`src/rtl/pbcg_pkg.sv`:
```
package pbcg_pkg;

    ////////////////////////////////////////////////////////////////////////
    // Register map: word indices, byte address is four times the index
    localparam int ADDR_W = 16;
    localparam logic [13:0] SERIAL_GATE_IDX = 14'h300E;
    localparam logic [13:0] ANALOG_GATE_IDX = 14'h300F;

    ////////////////////////////////////////////////////////////////////////
    // Serial peripheral gate fields
    localparam int SER_SECOND_ASYNC_BIT = 5;
    localparam int SER_FIRST_ASYNC_BIT = 4;
    localparam int SER_SYNC_SERIAL_BIT = 2;
    localparam int SER_TWO_WIRE_BIT = 1;
    localparam logic [7:0] SERIAL_GATE_MASK = 8'h36;
    localparam logic [7:0] SERIAL_GATE_RESET = 8'h36;

    ////////////////////////////////////////////////////////////////////////
    // Analog and input gate fields
    localparam int ANA_COMPARATOR_BIT = 7;
    localparam int ANA_CONVERTER_BIT = 5;
    localparam int ANA_EXT_IRQ_BIT = 3;
    localparam int ANA_TOUCH_BIT = 2;
    localparam int ANA_KEYBOARD_BIT = 0;
    localparam logic [7:0] ANALOG_GATE_MASK = 8'hAD;
    localparam logic [7:0] ANALOG_GATE_RESET = 8'hAD;

    ////////////////////////////////////////////////////////////////////////
    // Bus answers and gated clock count
    localparam logic [1:0] RESP_OKAY = 2'h0;
    localparam logic [1:0] RESP_SLVERR = 2'h2;
    localparam int GATE_COUNT = 9;

    typedef enum logic [1:0] {
        PBCG_SEL_NONE = 2'b00,
        PBCG_SEL_SERIAL = 2'b01,
        PBCG_SEL_ANALOG = 2'b10
    } pbcg_sel_type;

    function automatic pbcg_sel_type pbcg_decode(
        input logic [ADDR_W-1:0] addr
    );
        pbcg_sel_type sel;
        sel = PBCG_SEL_NONE;
        if (addr[ADDR_W-1:2] == SERIAL_GATE_IDX)
        begin
            sel = PBCG_SEL_SERIAL;
        end
        else if (addr[ADDR_W-1:2] == ANALOG_GATE_IDX)
        begin
            sel = PBCG_SEL_ANALOG;
        end
        return sel;
    endfunction

endpackage

```
`src/rtl/pbcg_gate_if.sv`:
```
interface pbcg_gate_if #(
    parameter int N = 9
);
    logic [N-1:0] en;
    logic [N-1:0] gclk;

    modport ctrl (
        output en,
        input gclk
    );
    modport gate (
        input en,
        output gclk
    );
endinterface // pbcg_gate_if

```
`src/rtl/pbcg_clk_gate.sv`:
```
module pbcg_clk_gate #(
    parameter int N = 9
) (
    // Bus clock
    input wire logic aclk,
    // Enables in, gated clocks out
    pbcg_gate_if.gate g
);

    logic [N-1:0] en_lo_r;
    logic [N-1:0] en_lo_nxt;

    always_comb
    begin
        en_lo_nxt = g.en;
    end

    // Enable moves only while the clock is low, so no runt pulses
    always_ff @(negedge aclk)
    begin
        en_lo_r <= en_lo_nxt;
    end

    assign g.gclk = {N{aclk}} & en_lo_r;

endmodule // pbcg_clk_gate

```
`src/rtl/pbcg_reg8.sv`:
```
module pbcg_reg8 #(
    parameter logic [7:0] RESET_VAL = 8'h00,
    parameter logic [7:0] WR_MASK = 8'hFF
) (
    // Clock and reset
    input wire logic aclk,
    input wire logic aresetn,
    // Write strobe and data
    input wire logic wr_en,
    input wire logic [7:0] wdata,
    // Stored value
    output logic [7:0] q
);

    logic [7:0] q_r;
    logic [7:0] q_nxt;

    // Reserved bits stay zero, writes to them are dropped
    always_comb
    begin
        q_nxt = q_r;
        if (wr_en)
        begin
            q_nxt = wdata & WR_MASK;
        end
    end

    always_ff @(posedge aclk)
    begin
        if (!aresetn)
        begin
            q_r <= RESET_VAL & WR_MASK;
        end
        else
        begin
            q_r <= q_nxt;
        end
    end

    assign q = q_r;

endmodule // pbcg_reg8

```
`src/rtl/pbcg_top.sv`:
```
module pbcg_top (
    // Clock and reset
    input wire logic aclk,
    input wire logic aresetn,
    // Write address channel
    input wire logic [pbcg_pkg::ADDR_W-1:0] s_axi_awaddr,
    input wire logic [2:0] s_axi_awprot,
    input wire logic s_axi_awvalid,
    output logic s_axi_awready,
    // Write data channel
    input wire logic [31:0] s_axi_wdata,
    input wire logic [3:0] s_axi_wstrb,
    input wire logic s_axi_wvalid,
    output logic s_axi_wready,
    // Write response channel
    output logic [1:0] s_axi_bresp,
    output logic s_axi_bvalid,
    input wire logic s_axi_bready,
    // Read address channel
    input wire logic [pbcg_pkg::ADDR_W-1:0] s_axi_araddr,
    input wire logic [2:0] s_axi_arprot,
    input wire logic s_axi_arvalid,
    output logic s_axi_arready,
    // Read data channel
    output logic [31:0] s_axi_rdata,
    output logic [1:0] s_axi_rresp,
    output logic s_axi_rvalid,
    input wire logic s_axi_rready,
    // Gate enables, registered
    output logic [7:0] serial_gate_en,
    output logic [7:0] analog_gate_en,
    // Gated peripheral bus clocks
    output logic clk_second_async_serial_port,
    output logic clk_first_async_serial_port,
    output logic clk_synchronous_serial_port,
    output logic clk_two_wire_port,
    output logic clk_analog_comparator,
    output logic clk_converter,
    output logic clk_ext_irq_pin,
    output logic clk_touch_sensing_input,
    output logic clk_keyboard_interrupt_unit
);

    ////////////////////////////////////////////////////////////////////////
    // Write channel state
    typedef enum logic [1:0] {
        PBCG_WR_COLLECT = 2'b00,
        PBCG_WR_RESP = 2'b01
    } pbcg_wr_state_type;

    pbcg_wr_state_type wr_state_r;
    pbcg_wr_state_type wr_state_nxt;
    logic awready_r;
    logic awready_nxt;
    logic wready_r;
    logic wready_nxt;
    logic aw_have_r;
    logic aw_have_nxt;
    logic w_have_r;
    logic w_have_nxt;
    logic [pbcg_pkg::ADDR_W-1:0] awaddr_r;
    logic [pbcg_pkg::ADDR_W-1:0] awaddr_nxt;
    logic [7:0] wbyte_r;
    logic [7:0] wbyte_nxt;
    logic wlane_r;
    logic wlane_nxt;
    logic bvalid_r;
    logic bvalid_nxt;
    logic [1:0] bresp_r;
    logic [1:0] bresp_nxt;

    logic aw_fire;
    logic w_fire;
    logic wr_go;
    logic [pbcg_pkg::ADDR_W-1:0] wr_addr;
    logic [7:0] wr_byte;
    logic wr_lane;
    pbcg_pkg::pbcg_sel_type wr_sel;
    logic wr_serial;
    logic wr_analog;

    ////////////////////////////////////////////////////////////////////////
    // Read channel state
    typedef enum logic [1:0] {
        PBCG_RD_IDLE = 2'b00,
        PBCG_RD_DATA = 2'b01
    } pbcg_rd_state_type;

    pbcg_rd_state_type rd_state_r;
    pbcg_rd_state_type rd_state_nxt;
    logic arready_r;
    logic arready_nxt;
    logic rvalid_r;
    logic rvalid_nxt;
    logic [31:0] rdata_r;
    logic [31:0] rdata_nxt;
    logic [1:0] rresp_r;
    logic [1:0] rresp_nxt;
    pbcg_pkg::pbcg_sel_type rd_sel;

    logic [7:0] serial_q;
    logic [7:0] analog_q;

    ////////////////////////////////////////////////////////////////////////
    // Write path: address and data taken in either order
    assign aw_fire = s_axi_awvalid & awready_r;
    assign w_fire = s_axi_wvalid & wready_r;
    assign wr_addr = aw_have_r ? awaddr_r : s_axi_awaddr;
    assign wr_byte = w_have_r ? wbyte_r : s_axi_wdata[7:0];
    assign wr_lane = w_have_r ? wlane_r : s_axi_wstrb[0];
    assign wr_go = (wr_state_r == PBCG_WR_COLLECT)
        && (aw_have_r || aw_fire) && (w_have_r || w_fire);
    assign wr_sel = pbcg_pkg::pbcg_decode(wr_addr);
    assign wr_serial = wr_go && wr_lane
        && (wr_sel == pbcg_pkg::PBCG_SEL_SERIAL);
    assign wr_analog = wr_go && wr_lane
        && (wr_sel == pbcg_pkg::PBCG_SEL_ANALOG);

    always_comb
    begin
        wr_state_nxt = wr_state_r;
        awready_nxt = awready_r;
        wready_nxt = wready_r;
        aw_have_nxt = aw_have_r;
        w_have_nxt = w_have_r;
        awaddr_nxt = awaddr_r;
        wbyte_nxt = wbyte_r;
        wlane_nxt = wlane_r;
        bvalid_nxt = bvalid_r;
        bresp_nxt = bresp_r;
        unique case (wr_state_r)
            PBCG_WR_COLLECT:
            begin
                if (aw_fire)
                begin
                    aw_have_nxt = 1'b1;
                    awaddr_nxt = s_axi_awaddr;
                end
                if (w_fire)
                begin
                    w_have_nxt = 1'b1;
                    wbyte_nxt = s_axi_wdata[7:0];
                    wlane_nxt = s_axi_wstrb[0];
                end
                awready_nxt = !(aw_have_r || aw_fire);
                wready_nxt = !(w_have_r || w_fire);
                if (wr_go)
                begin
                    wr_state_nxt = PBCG_WR_RESP;
                    awready_nxt = 1'b0;
                    wready_nxt = 1'b0;
                    aw_have_nxt = 1'b0;
                    w_have_nxt = 1'b0;
                    bvalid_nxt = 1'b1;
                    if (wr_sel == pbcg_pkg::PBCG_SEL_NONE)
                    begin
                        bresp_nxt = pbcg_pkg::RESP_SLVERR;
                    end
                    else
                    begin
                        bresp_nxt = pbcg_pkg::RESP_OKAY;
                    end
                end
            end
            PBCG_WR_RESP:
            begin
                if (s_axi_bready)
                begin
                    wr_state_nxt = PBCG_WR_COLLECT;
                    bvalid_nxt = 1'b0;
                    awready_nxt = 1'b1;
                    wready_nxt = 1'b1;
                end
            end
            default:
            begin
                wr_state_nxt = PBCG_WR_COLLECT;
                bvalid_nxt = 1'b0;
            end
        endcase
    end

    always_ff @(posedge aclk)
    begin
        if (!aresetn)
        begin
            wr_state_r <= PBCG_WR_COLLECT;
            awready_r <= 1'b0;
            wready_r <= 1'b0;
            aw_have_r <= 1'b0;
            w_have_r <= 1'b0;
            awaddr_r <= 16'h0000;
            wbyte_r <= 8'h00;
            wlane_r <= 1'b0;
            bvalid_r <= 1'b0;
            bresp_r <= pbcg_pkg::RESP_OKAY;
        end
        else
        begin
            wr_state_r <= wr_state_nxt;
            awready_r <= awready_nxt;
            wready_r <= wready_nxt;
            aw_have_r <= aw_have_nxt;
            w_have_r <= w_have_nxt;
            awaddr_r <= awaddr_nxt;
            wbyte_r <= wbyte_nxt;
            wlane_r <= wlane_nxt;
            bvalid_r <= bvalid_nxt;
            bresp_r <= bresp_nxt;
        end
    end

    ////////////////////////////////////////////////////////////////////////
    // Read path
    assign rd_sel = pbcg_pkg::pbcg_decode(s_axi_araddr);

    always_comb
    begin
        rd_state_nxt = rd_state_r;
        arready_nxt = arready_r;
        rvalid_nxt = rvalid_r;
        rdata_nxt = rdata_r;
        rresp_nxt = rresp_r;
        unique case (rd_state_r)
            PBCG_RD_IDLE:
            begin
                arready_nxt = 1'b1;
                if (s_axi_arvalid && arready_r)
                begin
                    rd_state_nxt = PBCG_RD_DATA;
                    arready_nxt = 1'b0;
                    rvalid_nxt = 1'b1;
                    rresp_nxt = pbcg_pkg::RESP_OKAY;
                    unique case (rd_sel)
                        pbcg_pkg::PBCG_SEL_SERIAL:
                            rdata_nxt = {24'h00_0000, serial_q};
                        pbcg_pkg::PBCG_SEL_ANALOG:
                            rdata_nxt = {24'h00_0000, analog_q};
                        default:
                        begin
                            rdata_nxt = 32'h0000_0000;
                            rresp_nxt = pbcg_pkg::RESP_SLVERR;
                        end
                    endcase
                end
            end
            PBCG_RD_DATA:
            begin
                if (s_axi_rready)
                begin
                    rd_state_nxt = PBCG_RD_IDLE;
                    rvalid_nxt = 1'b0;
                    arready_nxt = 1'b1;
                end
            end
            default:
            begin
                rd_state_nxt = PBCG_RD_IDLE;
                rvalid_nxt = 1'b0;
            end
        endcase
    end

    always_ff @(posedge aclk)
    begin
        if (!aresetn)
        begin
            rd_state_r <= PBCG_RD_IDLE;
            arready_r <= 1'b0;
            rvalid_r <= 1'b0;
            rdata_r <= 32'h0000_0000;
            rresp_r <= pbcg_pkg::RESP_OKAY;
        end
        else
        begin
            rd_state_r <= rd_state_nxt;
            arready_r <= arready_nxt;
            rvalid_r <= rvalid_nxt;
            rdata_r <= rdata_nxt;
            rresp_r <= rresp_nxt;
        end
    end

    ////////////////////////////////////////////////////////////////////////
    // Gating registers
    pbcg_reg8 #(
        .RESET_VAL(pbcg_pkg::SERIAL_GATE_RESET),
        .WR_MASK(pbcg_pkg::SERIAL_GATE_MASK)
    ) u_serial_gate (
        .aclk(aclk),
        .aresetn(aresetn),
        .wr_en(wr_serial),
        .wdata(wr_byte),
        .q(serial_q)
    );

    pbcg_reg8 #(
        .RESET_VAL(pbcg_pkg::ANALOG_GATE_RESET),
        .WR_MASK(pbcg_pkg::ANALOG_GATE_MASK)
    ) u_analog_gate (
        .aclk(aclk),
        .aresetn(aresetn),
        .wr_en(wr_analog),
        .wdata(wr_byte),
        .q(analog_q)
    );

    ////////////////////////////////////////////////////////////////////////
    // Glitch-free clock gates
    pbcg_gate_if #(.N(pbcg_pkg::GATE_COUNT)) gates ();

    assign gates.en[0] = serial_q[pbcg_pkg::SER_SECOND_ASYNC_BIT];
    assign gates.en[1] = serial_q[pbcg_pkg::SER_FIRST_ASYNC_BIT];
    assign gates.en[2] = serial_q[pbcg_pkg::SER_SYNC_SERIAL_BIT];
    assign gates.en[3] = serial_q[pbcg_pkg::SER_TWO_WIRE_BIT];
    assign gates.en[4] = analog_q[pbcg_pkg::ANA_COMPARATOR_BIT];
    assign gates.en[5] = analog_q[pbcg_pkg::ANA_CONVERTER_BIT];
    assign gates.en[6] = analog_q[pbcg_pkg::ANA_EXT_IRQ_BIT];
    assign gates.en[7] = analog_q[pbcg_pkg::ANA_TOUCH_BIT];
    assign gates.en[8] = analog_q[pbcg_pkg::ANA_KEYBOARD_BIT];

    pbcg_clk_gate #(
        .N(pbcg_pkg::GATE_COUNT)
    ) u_clk_gate (
        .aclk(aclk),
        .g(gates.gate)
    );

    assign clk_second_async_serial_port = gates.gclk[0];
    assign clk_first_async_serial_port = gates.gclk[1];
    assign clk_synchronous_serial_port = gates.gclk[2];
    assign clk_two_wire_port = gates.gclk[3];
    assign clk_analog_comparator = gates.gclk[4];
    assign clk_converter = gates.gclk[5];
    assign clk_ext_irq_pin = gates.gclk[6];
    assign clk_touch_sensing_input = gates.gclk[7];
    assign clk_keyboard_interrupt_unit = gates.gclk[8];

    ////////////////////////////////////////////////////////////////////////
    // Output mapping
    assign s_axi_awready = awready_r;
    assign s_axi_wready = wready_r;
    assign s_axi_bvalid = bvalid_r;
    assign s_axi_bresp = bresp_r;
    assign s_axi_arready = arready_r;
    assign s_axi_rvalid = rvalid_r;
    assign s_axi_rdata = rdata_r;
    assign s_axi_rresp = rresp_r;
    assign serial_gate_en = serial_q;
    assign analog_gate_en = analog_q;

endmodule // pbcg_top

```
`config.mk`:
```
export PLATFORM = sky130hd
export DESIGN_NAME = pbcg_top
export DESIGN_NICKNAME = d
export VERILOG_FILES = /design/src/rtl/pbcg_pkg.sv /design/src/rtl/pbcg_gate_if.sv /design/src/rtl/pbcg_clk_gate.sv /design/src/rtl/pbcg_reg8.sv /design/src/rtl/pbcg_top.sv
export SDC_FILE = /design/constraint.sdc
export NUM_CORES = 1
export LEC_CHECK = 0
export BUFFER_PORTS_ARGS = -buffer_cell sky130_fd_sc_hd__buf_2
export CAP_MARGIN = 20
export CORE_MARGIN = 8
export CORE_UTILIZATION = 35
export DETAILED_ROUTE_END_ITERATION = 12
export GPL_ROUTABILITY_DRIVEN = 0
export GPL_TIMING_DRIVEN = 0
export PLACE_DENSITY_LB_ADDON = 0.05
export SLEW_MARGIN = 20
export SYNTH_ARGS = -nofsm -noshare
export SYNTH_HDL_FRONTEND = slang
export SYNTH_SLANG_ARGS = --single-unit
```
`constraint.sdc`:
```
create_clock -name aclk -period 3.05 [get_ports aclk]
set_input_delay 0.61 -clock aclk [delete_from_list [all_inputs] [get_ports aclk]]
set_output_delay 0.61 -clock aclk [all_outputs]
set_load 0.005 [all_outputs]
```
Yosys cells after proc, flatten, opt, wreduce, memory -nomap -nowiden
Index checks and enable logic that the tools add are counted.

Register bits after elaboration: 90. Input port bits: 81. Output and inout bits: 66. Word-level logic and storage cells: 97.

Eq/ne operators: 14. Mux-type cells: 34. Bitwise operators: 3. Reductions and logical operators: 28.

Operator list (count): 14-bit == test (second input constant) (4); 2-bit 2-to-1 mux (10); 2-bit AND reduction (10); 16-bit 2-to-1 mux (1); 8-bit case mux with 2 select lines (1); 1-bit 2-to-1 mux (14); 1-bit case mux with 2 select lines (5); 9-bit AND (1); 2-bit by 1-bit == test with 1-bit output (second input constant) (4); 8-bit 2-to-1 mux (1); 2-bit inequality test (second input constant) (4); 2-bit case mux with 2 select lines (2); 2-bit nonzero test (4); 1-bit logical AND (6); 2-bit logical NOT (3); 2-bit == test (second input constant) (2); 1-bit AND (2); 1-bit logical NOT (2); 1-bit logical OR (2); 2-bit OR reduction (1).

Depth between registers and ports, before layout
Gate-level depths: netlist (run 1).

Word-level depth: 6. Gate-level depth with buffers: 6. Mapped depth without buffers: 4.

Modules after synthesis
Synthesis (run 1) repeated with hierarchy kept, for this count alone.

Cells, all modules: 293. Area total of the unflattened synthesis: 2688.8 um^2.

Modules (own cells, without submodules): pbcg_top (instances 1, cells each 236, area an instance 2068.2 um^2, sequential area each 800.8 um^2); pbcg_clk_gate (instances 1, cells each 19, area an instance 240.2 um^2, sequential area each 180.2 um^2); pbcg_reg8 at u_analog_gate (instances 1, cells each 20, area an instance 206.4 um^2, sequential area each 100.1 um^2); pbcg_reg8 at u_serial_gate (instances 1, cells each 18, area an instance 173.9 um^2, sequential area each 80.1 um^2).

==> flow_metrics.tcl, run 1 <==
set metrics [dict create \
    clock-skew-final_ps 82.48 \
    initial_utilization_pct 36.43 \
    preCtsSetupSlack_ps 395.6 \
    synth_edf_count 0 \
    place_inst 486 \
    drt_iter0_markers 27 \
    cp.arrival_ps 2550 \
    cp.required_ps 2440 \
    total_leakage_power_nw 1.629 \
    antenna_found_initial 0 \
    rsz0062_at_grt "yes" \
    status "finished with violations" \
    synth_flop_cell "dfxtp_1" \
    layout-drive-gt1-share_pct 34.80 \
    hp-class "input port to flop" \
    final_cell_area_um2 3468 \
    crit_type "flop to output pin" \
    wl_mm 6.746 \
    worst_pin_slew_ps 812.1 \
    ys_seq_area_share_pct 42.20 \
    synth_top_family_by_area "simple AND/OR/NAND/NOR gates" \
    synth_compound_area_share_pct 12.81 \
    dieArea_um2 10630 \
    grt_overflow 0 \
    clk_latency_ps 490 \
    fin_util_pct 47.56 \
    grt_usage_pct 12.61 \
    clk_pin_slew_ps 100 \
    multi_input_area_um2 1335 \
    areaGrowthSynthToFinish_pct 30.57 \
    synth-simple-area-share_pct 22.42 \
    final_nets 487 \
    slew_headroom_pct 45.44 \
    grt_pass1_vias 2131 \
    regArea_um2 1122 \
    vias 2184 \
    die_y_um 103.1 \
    yosysWarningCount 0 \
    diodes 0 \
    setup_violations 18 \
    post-cts-setup-buffers 0 \
    cts_hold_buf 0 \
    synthAdderAreaFrac_pct 0 \
    critPathMaxFanout 1 \
    drtAntennaViolNets 0 \
    core_area_um2 7292 \
    failed_checks "negative setup slack" \
    peakVddDrop_mv 0.2641 \
    maxCapViolations 0 \
    cts_tree "built" \
    drcViolationCount 0 \
    synth_cells 280 \
    ios 147 \
    postPlaceCellArea_um2 3274 \
    n_fill_cell 766 \
    dieWidth_um 103.1 \
    rows 31 \
    startpoint_type "flop" \
    grt_pass1_wl_mm 10.22 \
    synth-xor-area-share_pct 0 \
    dp_hpwl_mm 5.275 \
    viasPerCell 4.308 \
    synth.distinct_cells 37 \
    async_flop_share_pct 0 \
    grt_max_degree 19 \
    layout_setup_ws_ps -113.7 \
    endpoint_kind "output pin" \
    wl_per_cell_um 13.31 \
    synthMuxAreaShare_pct 10.13 \
    syn-cell-area_um2 2656 \
    dr.pass1.iters 4 \
    synth-seq-cells 56 \
    final_hold_viol_count 0 \
    port_buffers 74 \
    finalNonFillerCells 507 \
    holdWs_ps 430.5 \
    syn_area_per_cell_um2 9.487 \
    slew_viol_final 0 \
    powerDensity_nw_per_um2 548.0 \
]
registers in the layout, indices dropped and copies added, names as in the netlist, 4 cells and up:
register and flops:
u_serial_gate.q 4, u_clk_gate.en_lo_r 9, s_axi_rdata 7, u_analog_gate.q 5, wbyte_r 7, awaddr_r 14
timing repair:
item	4_1_cts	5_1_grt
gates cloned	0	0
endpoints found under the hold margin	0	0
resized for setup	0	3
pin swaps	8	0
setup endpoints to repair	18	18
layout by cell type (no fill, tap or decap), types with 2 or more instances in the layout:
master,count
buf_2,76
dfxtp_1,55
nand2_1,44
buf_4,35
conb_1,34
a21boi_0,21
mux2i_1,19
nor2b_1,15
inv_1,12
and2_1,11
clkbuf_1,9
clkbuf_8,9
nand2b_1,7
mux2_2,7
nor2_1,6
a21oi_1,5
nand4_1,4
nand4b_1,4
o211a_1,3
inv_6,3
nand3b_1,2
nor4_4,2
nor3_1,2
o2111ai_2,2
a32oi_1,2
o21ai_0,2
worst paths after layout:
path | startpoint | endpoint | slack (ps) | cells past startpoint
worst max-delay path | u_clk_gate.en_lo_r[2] | clk_synchronous_serial_port | -110 | 2
worst min register to register | s_axi_rdata[3] | s_axi_rdata[3] | 470 | 2
worst min-delay path | s_axi_rready | s_axi_arready | 430 | 2
worst max register to register | u_analog_gate.q[7] | u_clk_gate.en_lo_r[4] | 1100 | 0
per-layer routing:
metal | global-route usage [%] | up-vias | share of wire, %
met5 | 0 | - | 0
met4 | 4.894 | 0 | 0.89
met3 | 4.929 | 10 | 7.3
met2 | 21.44 | 56 | 51
met1 | 13.79 | 984 | 41
li1 | - | 1134 | -
cell usage after synthesis (all sizes together) (2+ instances only):
library cell,count,area (um2)
o2111ai,3,38.79
mux2,7,78.83
nor3,2,10.01
mux2i,19,190.2
o21ai,2,10.01
o211a,3,30.03
clkbuf,9,33.78
nand2,44,165.2
a21oi,5,25.02
nand4,4,25.02
nor2,6,22.52
nand2b,7,43.79
dfxtp,56,1121
and2,12,75.07
nor4,3,48.80
nand3b,2,15.01
buf,38,277.8
a32oi,2,17.52
nand4b,5,58.80
inv,4,15.01
nor2b,15,93.84
a21boi,21,157.7
per-stage QoR:
step	TNS, ps	power, mW
floorplan	0	1.068
global placement	0	1.233
detailed placement	0	1.235
CTS	-987.1	1.902
global route	-1309	2.029
finish	-896.2	1.900
worst max-delay path: stages, from the launching register on:
cell and delay (ps):
dfxtp_2 300, and2_4 120, buf_6 100
final cells by class:
cell class | instances | share of cell area, %
buffer | 47 | 8.983
clock buffer | 18 | 5.050
clock inverter | 13 | 1.840
inverter | 3 | 0.3247
multi-input combinational | 206 | 38.49
sequential | 56 | 32.36
tap | 99 | 3.571
timing repair buffer | 65 | 9.379
power by group:
| part | total (mW) | internal [mW] | switching, mW |
|---|---|---|---|
| Clock | 0.903 | 0.467 | 0.436 |
| Sequential | 0.776 | 0.760 | 0.0160 |
| Combinational | 0.222 | 0.110 | 0.112 |
| Total | 1.90 | 1.34 | 0.564 |
cell families (layout without fill, tap and decap cells):
group,Yosys count,after routing
AOI/OAI and AO/OA,41,41
buffers and inverters,51,146
DFF,56,56
muxes,26,26
other,1,34
and+or+nand+nor,105,105
Note: power is estimated with default switching activity, not from simulation.
==> run 2, diff against run 1 <==
--- a/config.mk
+++ b/config.mk
@@ -12,7 +12,7 @@
 export DETAILED_ROUTE_END_ITERATION = 12
 export GPL_ROUTABILITY_DRIVEN = 0
 export GPL_TIMING_DRIVEN = 0
-export PLACE_DENSITY_LB_ADDON = 0.05
+export PLACE_DENSITY = 0.66
 export SLEW_MARGIN = 20
 export SYNTH_ARGS = -nofsm -noshare
 export SYNTH_HDL_FRONTEND = slang
==> run 2 against run 1 <==
Against the previous run:
- the flow still finishes with violations (negative setup slack)
- sequential power barely moved
- global-route usage fell by 0.21 points
- core utilization rose by 0.24 points
- critical path depth did not move
- non-clock buffer count did not move
==> flow_metrics.tcl, run 2 (synthesis results as in run 1) <==
set metrics [dict create \
    final_nets 487 \
    pwr-share-clk_pct 49.2 \
    areaGrowthSynthToFinish_pct 31.23 \
    holdPathEnd "s_axi_arready" \
    worst_pin_slew_ps 903.6 \
    clock-skew-final_ps 73.70 \
    top_regs "awaddr_r x14, u_clk_gate.en_lo_r x9" \
    largest_register "awaddr_r" \
    drt_iter0_markers 95 \
    drcViolationCount 0 \
    worst_r2r_path_depth 0 \
    final_hold_viol_count 0 \
    busiest_layer "met2" \
    timing.rr.start "u_analog_gate.q[5]" \
    slew_viol_final 0 \
    clk_latency_ps 480 \
    ios 147 \
    final_common_cell "buf_2" \
    finalSetupTns_ps -794.3 \
    grtUsageMet1_pct 12.29 \
    max_stage_delay_ps 280 \
    largest_register_ffs 14 \
    p_sw_share_pct 28.28 \
    seqPwrFrac_pct 39.5 \
    layout-drive-gt1-share_pct 34.80 \
    status "finished with violations" \
    use_met2_pct 20.45 \
    layout_setup_ws_ps -96.88 \
    maxCapViolations 0 \
    setup_violations 18 \
    slew_headroom_pct 39.30 \
    diodes 0 \
    dr.pass1.iters 4 \
    grt_pass1_vias 2180 \
    grt_usage_pct 12.40 \
    dieArea_um2 10630 \
    grt_pass1_wl_mm 9.949 \
    rows 31 \
    dp_hpwl_mm 5.148 \
    post-cts-setup-buffers 0 \
    core_area_um2 7292 \
    hp-class "input port to flop" \
    grt_overflow 0 \
    layout_common_cells "buf_2 (73), dfxtp_1 (56), nand2_1 (44)" \
    vias 2204 \
    die_y_um 103.1 \
    antenna_found_initial 0 \
    wl_mm 6.567 \
    crit_type "flop to output pin" \
    internal-power_mw 1.407 \
    rsz0062_at_grt "yes" \
    viasPerCell 4.347 \
    setup.reg_to_reg.worst_slack_ps 1100 \
    port_buffers 74 \
    endpoint_kind "output pin" \
    p_comb_share_pct 11.3 \
    grt_max_degree 18 \
    cp_cell_sequence "and2_1 -> buf_2" \
    holdPathStages 2 \
    p_sw_mw 0.5546 \
    startpoint_type "flop" \
    dieWidth_um 103.1 \
    min_from "s_axi_rready" \
    grt_use_met3_pct 5.672 \
    initial_utilization_pct 36.43 \
    drtAntennaViolNets 0 \
    powerDensity_nw_per_um2 562.6 \
    clk_pin_slew_ps 100 \
    failed_checks "negative setup slack" \
    cp.arrival_ps 2540 \
    worst_r2r_endpoint "u_clk_gate.en_lo_r[5]" \
    critPathMaxFanout 1 \
    holdWs_ps 438.1 \
    crit_slowest_cell "dfxtp_1" \
    cp.required_ps 2440 \
    peakVddDrop_mv 0.2640 \
    wl_per_cell_um 12.95 \
    total_leakage_power_nw 1.636 \
    cts_tree "built" \
]
run 2: power by group through the flow:
stage / combinational (mW) / sequential (mW) / clock (mW)
after global placement: 0.217 / 0.791 / 0.221
final: 0.221 / 0.776 / 0.965
after global routing: 0.246 / 0.780 / 1.07
after floorplan: 0.151 / 0.790 / 0.127
after CTS: 0.221 / 0.776 / 0.873
after detailed placement: 0.220 / 0.792 / 0.221
run 2: routing by layer:
layer | part of all wire, % | wire [um]
met2 | 51 | 3352
met4 | 2.0 | 132
met5 | 0 | 0
met3 | 9.1 | 598
met1 | 38 | 2483
run 2: how the worst max path moves through the flow:
stage | from | endpoint | depth (start not counted)
after detailed placement | u_clk_gate.en_lo_r[1] | clk_first_async_serial_port | 2
after global routing | u_clk_gate.en_lo_r[1] | clk_first_async_serial_port | 2
after global placement | u_clk_gate.en_lo_r[1] | clk_first_async_serial_port | 2
after floorplan | u_clk_gate.en_lo_r[4] | clk_analog_comparator | 1
after CTS | u_clk_gate.en_lo_r[5] | clk_converter | 2
final | u_clk_gate.en_lo_r[7] | clk_touch_sensing_input | 2
run 2: metrics by stage:
stage                     power, mW  cells  instance area [um2]  setup slack [ps]  util, %
after floorplan               1.068    313                 2780             496.8        -
after global placement        1.229    486                 3274             396.2    44.90
after detailed placement      1.233    486                 3274             392.6    44.90
after CTS                     1.869    507                 3451            -109.0    47.32
after global routing          2.096    507                 3486            -149.6    47.80
final                         1.961    507                 3486            -96.88    47.80
run 2: cell type report:
type,count,area [um2]
clock inverter,12,52.55
buffer,47,311.5
inverter,3,11.26
timing repair buffer,65,325.3
multi-input combinational,206,1343
sequential,56,1121
clock buffer,19,197.7
fill,709,3806
tap,99,123.9
run 2: what timing repair did:
item / CTS / global route
setup endpoints to repair: 18 / 18
hold buffers: 0 / 0
resized for setup: 0 / 8
pin swaps: 8 / 0
run 2: critical path, delay by kind of cell, from the launching register on:
| kind | cells | cell delay, ps |
|---|---|---|
| flip-flops | 1 | 280 |
| AND/OR/NAND/NOR | 1 | 120 |
| buffers and inverters | 1 | 120 |
==> run 3, diff against run 2 <==
--- a/config.mk
+++ b/config.mk
@@ -7,6 +7,7 @@
 export LEC_CHECK = 0
 export BUFFER_PORTS_ARGS = -buffer_cell sky130_fd_sc_hd__buf_2
 export CAP_MARGIN = 20
+export CORE_ASPECT_RATIO = 0.9
 export CORE_MARGIN = 8
 export CORE_UTILIZATION = 35
 export DETAILED_ROUTE_END_ITERATION = 12
==> run 3 against run 2 <==
Against the previous run:
- the run still ends with negative setup slack left
- sequential power is essentially flat
- die area hardly changed
- clock power decreased by 0.5%
- sequential share of layout area is essentially flat
- final cell count shrank 0.59%
- count of clock-buffer cells in the layout unchanged
- critical path depth did not move
- largest power group unchanged
==> flow_metrics.tcl, run 3 (synthesis results as in run 1) <==
set metrics [dict create \
    status "finished with violations" \
    failed_checks "negative setup slack" \
    rsz0062_at_grt "yes" \
    largest_register "awaddr_r" \
    grt_max_degree 20 \
    rows 30 \
    worst_pin_slew_ps 821.2 \
    dr.pass1.iters 4 \
    startpoint_type "flop" \
    drtAntennaViolNets 0 \
    crit_type "flop to output pin" \
    die_y_um 98.65 \
    largest_register_ffs 14 \
    drcViolationCount 0 \
    final_hold_viol_count 0 \
    cp.required_ps 2440 \
    drt_iter0_markers 40 \
    maxCapViolations 0 \
    crit_slowest_cell "dfxtp_2" \
    slew_viol_final 0 \
    hp-class "input port to flop" \
    clock-skew-final_ps 75.58 \
    peakVddDrop_mv 0.2689 \
    top_regs "awaddr_r x14, u_clk_gate.en_lo_r x9" \
    holdWs_ps 431.9 \
    final_common_cell "buf_2" \
    ios 147 \
    p_sw_mw 0.5623 \
    layout-drive-gt1-share_pct 35.29 \
    dieWidth_um 107.8 \
    cts_tree "built" \
    port_buffers 74 \
    layout_setup_ws_ps -116.1 \
    powerDensity_nw_per_um2 560.2 \
    cts_hold_buf 0 \
    internal-power_mw 1.393 \
    grt_overflow 0 \
    wl_mm 6.405 \
    total_leakage_power_nw 1.637 \
    dp_hpwl_mm 5.081 \
    pwr-share-clk_pct 49.1 \
    p_comb_share_pct 11.3 \
    layout_common_cells "buf_2 (74), dfxtp_1 (54), nand2_1 (44)" \
    viasPerCell 4.357 \
    vias 2196 \
    max_stage_delay_ps 310 \
    setup_violations 18 \
    endpoint_kind "output pin" \
    areaGrowthSynthToFinish_pct 31.42 \
    initial_utilization_pct 35.56 \
    core_area_um2 7470 \
    finalSetupTns_ps -904.9 \
    postPlaceCellArea_um2 3271 \
    clk_latency_ps 490 \
    slew_headroom_pct 44.83 \
    antenna_found_initial 1 \
    dieArea_um2 10640 \
    critPathMaxFanout 1 \
    cp_cell_sequence "and2_4 -> buf_6" \
    seqPwrFrac_pct 39.7 \
    diodes 0 \
    grt_pass1_wl_mm 10.38 \
    grt_pass1_vias 2239 \
    cp.arrival_ps 2560 \
    p_sw_share_pct 28.75 \
    final_nets 487 \
    clk_pin_slew_ps 110 \
    setup.reg_to_reg.worst_slack_ps 1100 \
    grt_usage_pct 12.18 \
    final_cell_area_um2 3491 \
    wl_per_cell_um 12.71 \
]
==> run 3: changes by cell type in the layout (fill, tap and decap cells not counted), sizes merged <==
cell | before | now
inv | 13 | 14
clkinv | 2 | 1
==> run 3: final cells by class <==
class / count / area (um2)
Clock buffer: 19 / 191.4
Fill cell: 739 / 3979
Buffer: 47 / 311.5
Inverter: 3 / 11.26
Tap cell: 96 / 120.1
Timing Repair Buffer: 65 / 325.3
Multi-Input combinational cell: 206 / 1340
Sequential cell: 56 / 1124
Clock inverter: 12 / 67.56
==> run 3: layer usage <==
layer	part of all wire [%]	track usage [%]	vias up	routed length, um
met2	49	20.25	62	3159
met3	8.2	5.871	10	523
met1	42	13.12	987	2660
met4	0.84	4.264	2	54
li1	-	-	1135	-
met5	0.12	0	-	8
==> run 3: path summary, 6_finish.rpt <==
path	start	end	cells past startpoint
setup reg to reg	u_serial_gate.q[1]	u_clk_gate.en_lo_r[3]	0
setup / recovery	u_clk_gate.en_lo_r[2]	clk_synchronous_serial_port	2
hold reg to reg	awaddr_r[8]	awaddr_r[8]	2
hold / removal	s_axi_awaddr[2]	awaddr_r[2]	3
==> run 3: critical path, delay by kind of cell (launching register included) <==
family | cells | cell delay [ps]
and+or+nand+nor | 1 | 130
DFF | 1 | 310
buffers and inverters | 1 | 110
==> run 3: timing repair <==
action | CTS | global route
endpoints found under the hold margin | 0 | 0
setup buffers | 0 | 0
gates resized for setup | 3 | 5
setup endpoints to repair | 18 | 18
pin swaps | 8 | 1
==> run 3: power by group through the flow <==
stage	logic, mW	clock network (mW)	registers, mW
after detailed placement	0.220	0.221	0.791
after global placement	0.215	0.221	0.790
after global routing	0.247	1.05	0.779
after floorplan	0.151	0.127	0.790
final	0.220	0.960	0.775
after CTS	0.220	0.930	0.775
==> run 3: stage by stage <==
step	total power [mW]	std cells	util (%)	worst slack (ps)
detailed placement	1.232	483	43.79	385.3
finish	1.956	504	46.73	-116.1
CTS	1.926	504	46.48	-132.0
global route	2.081	504	46.73	-157.8
global placement	1.227	483	43.79	396.7
floorplan	1.068	313	-	496.8
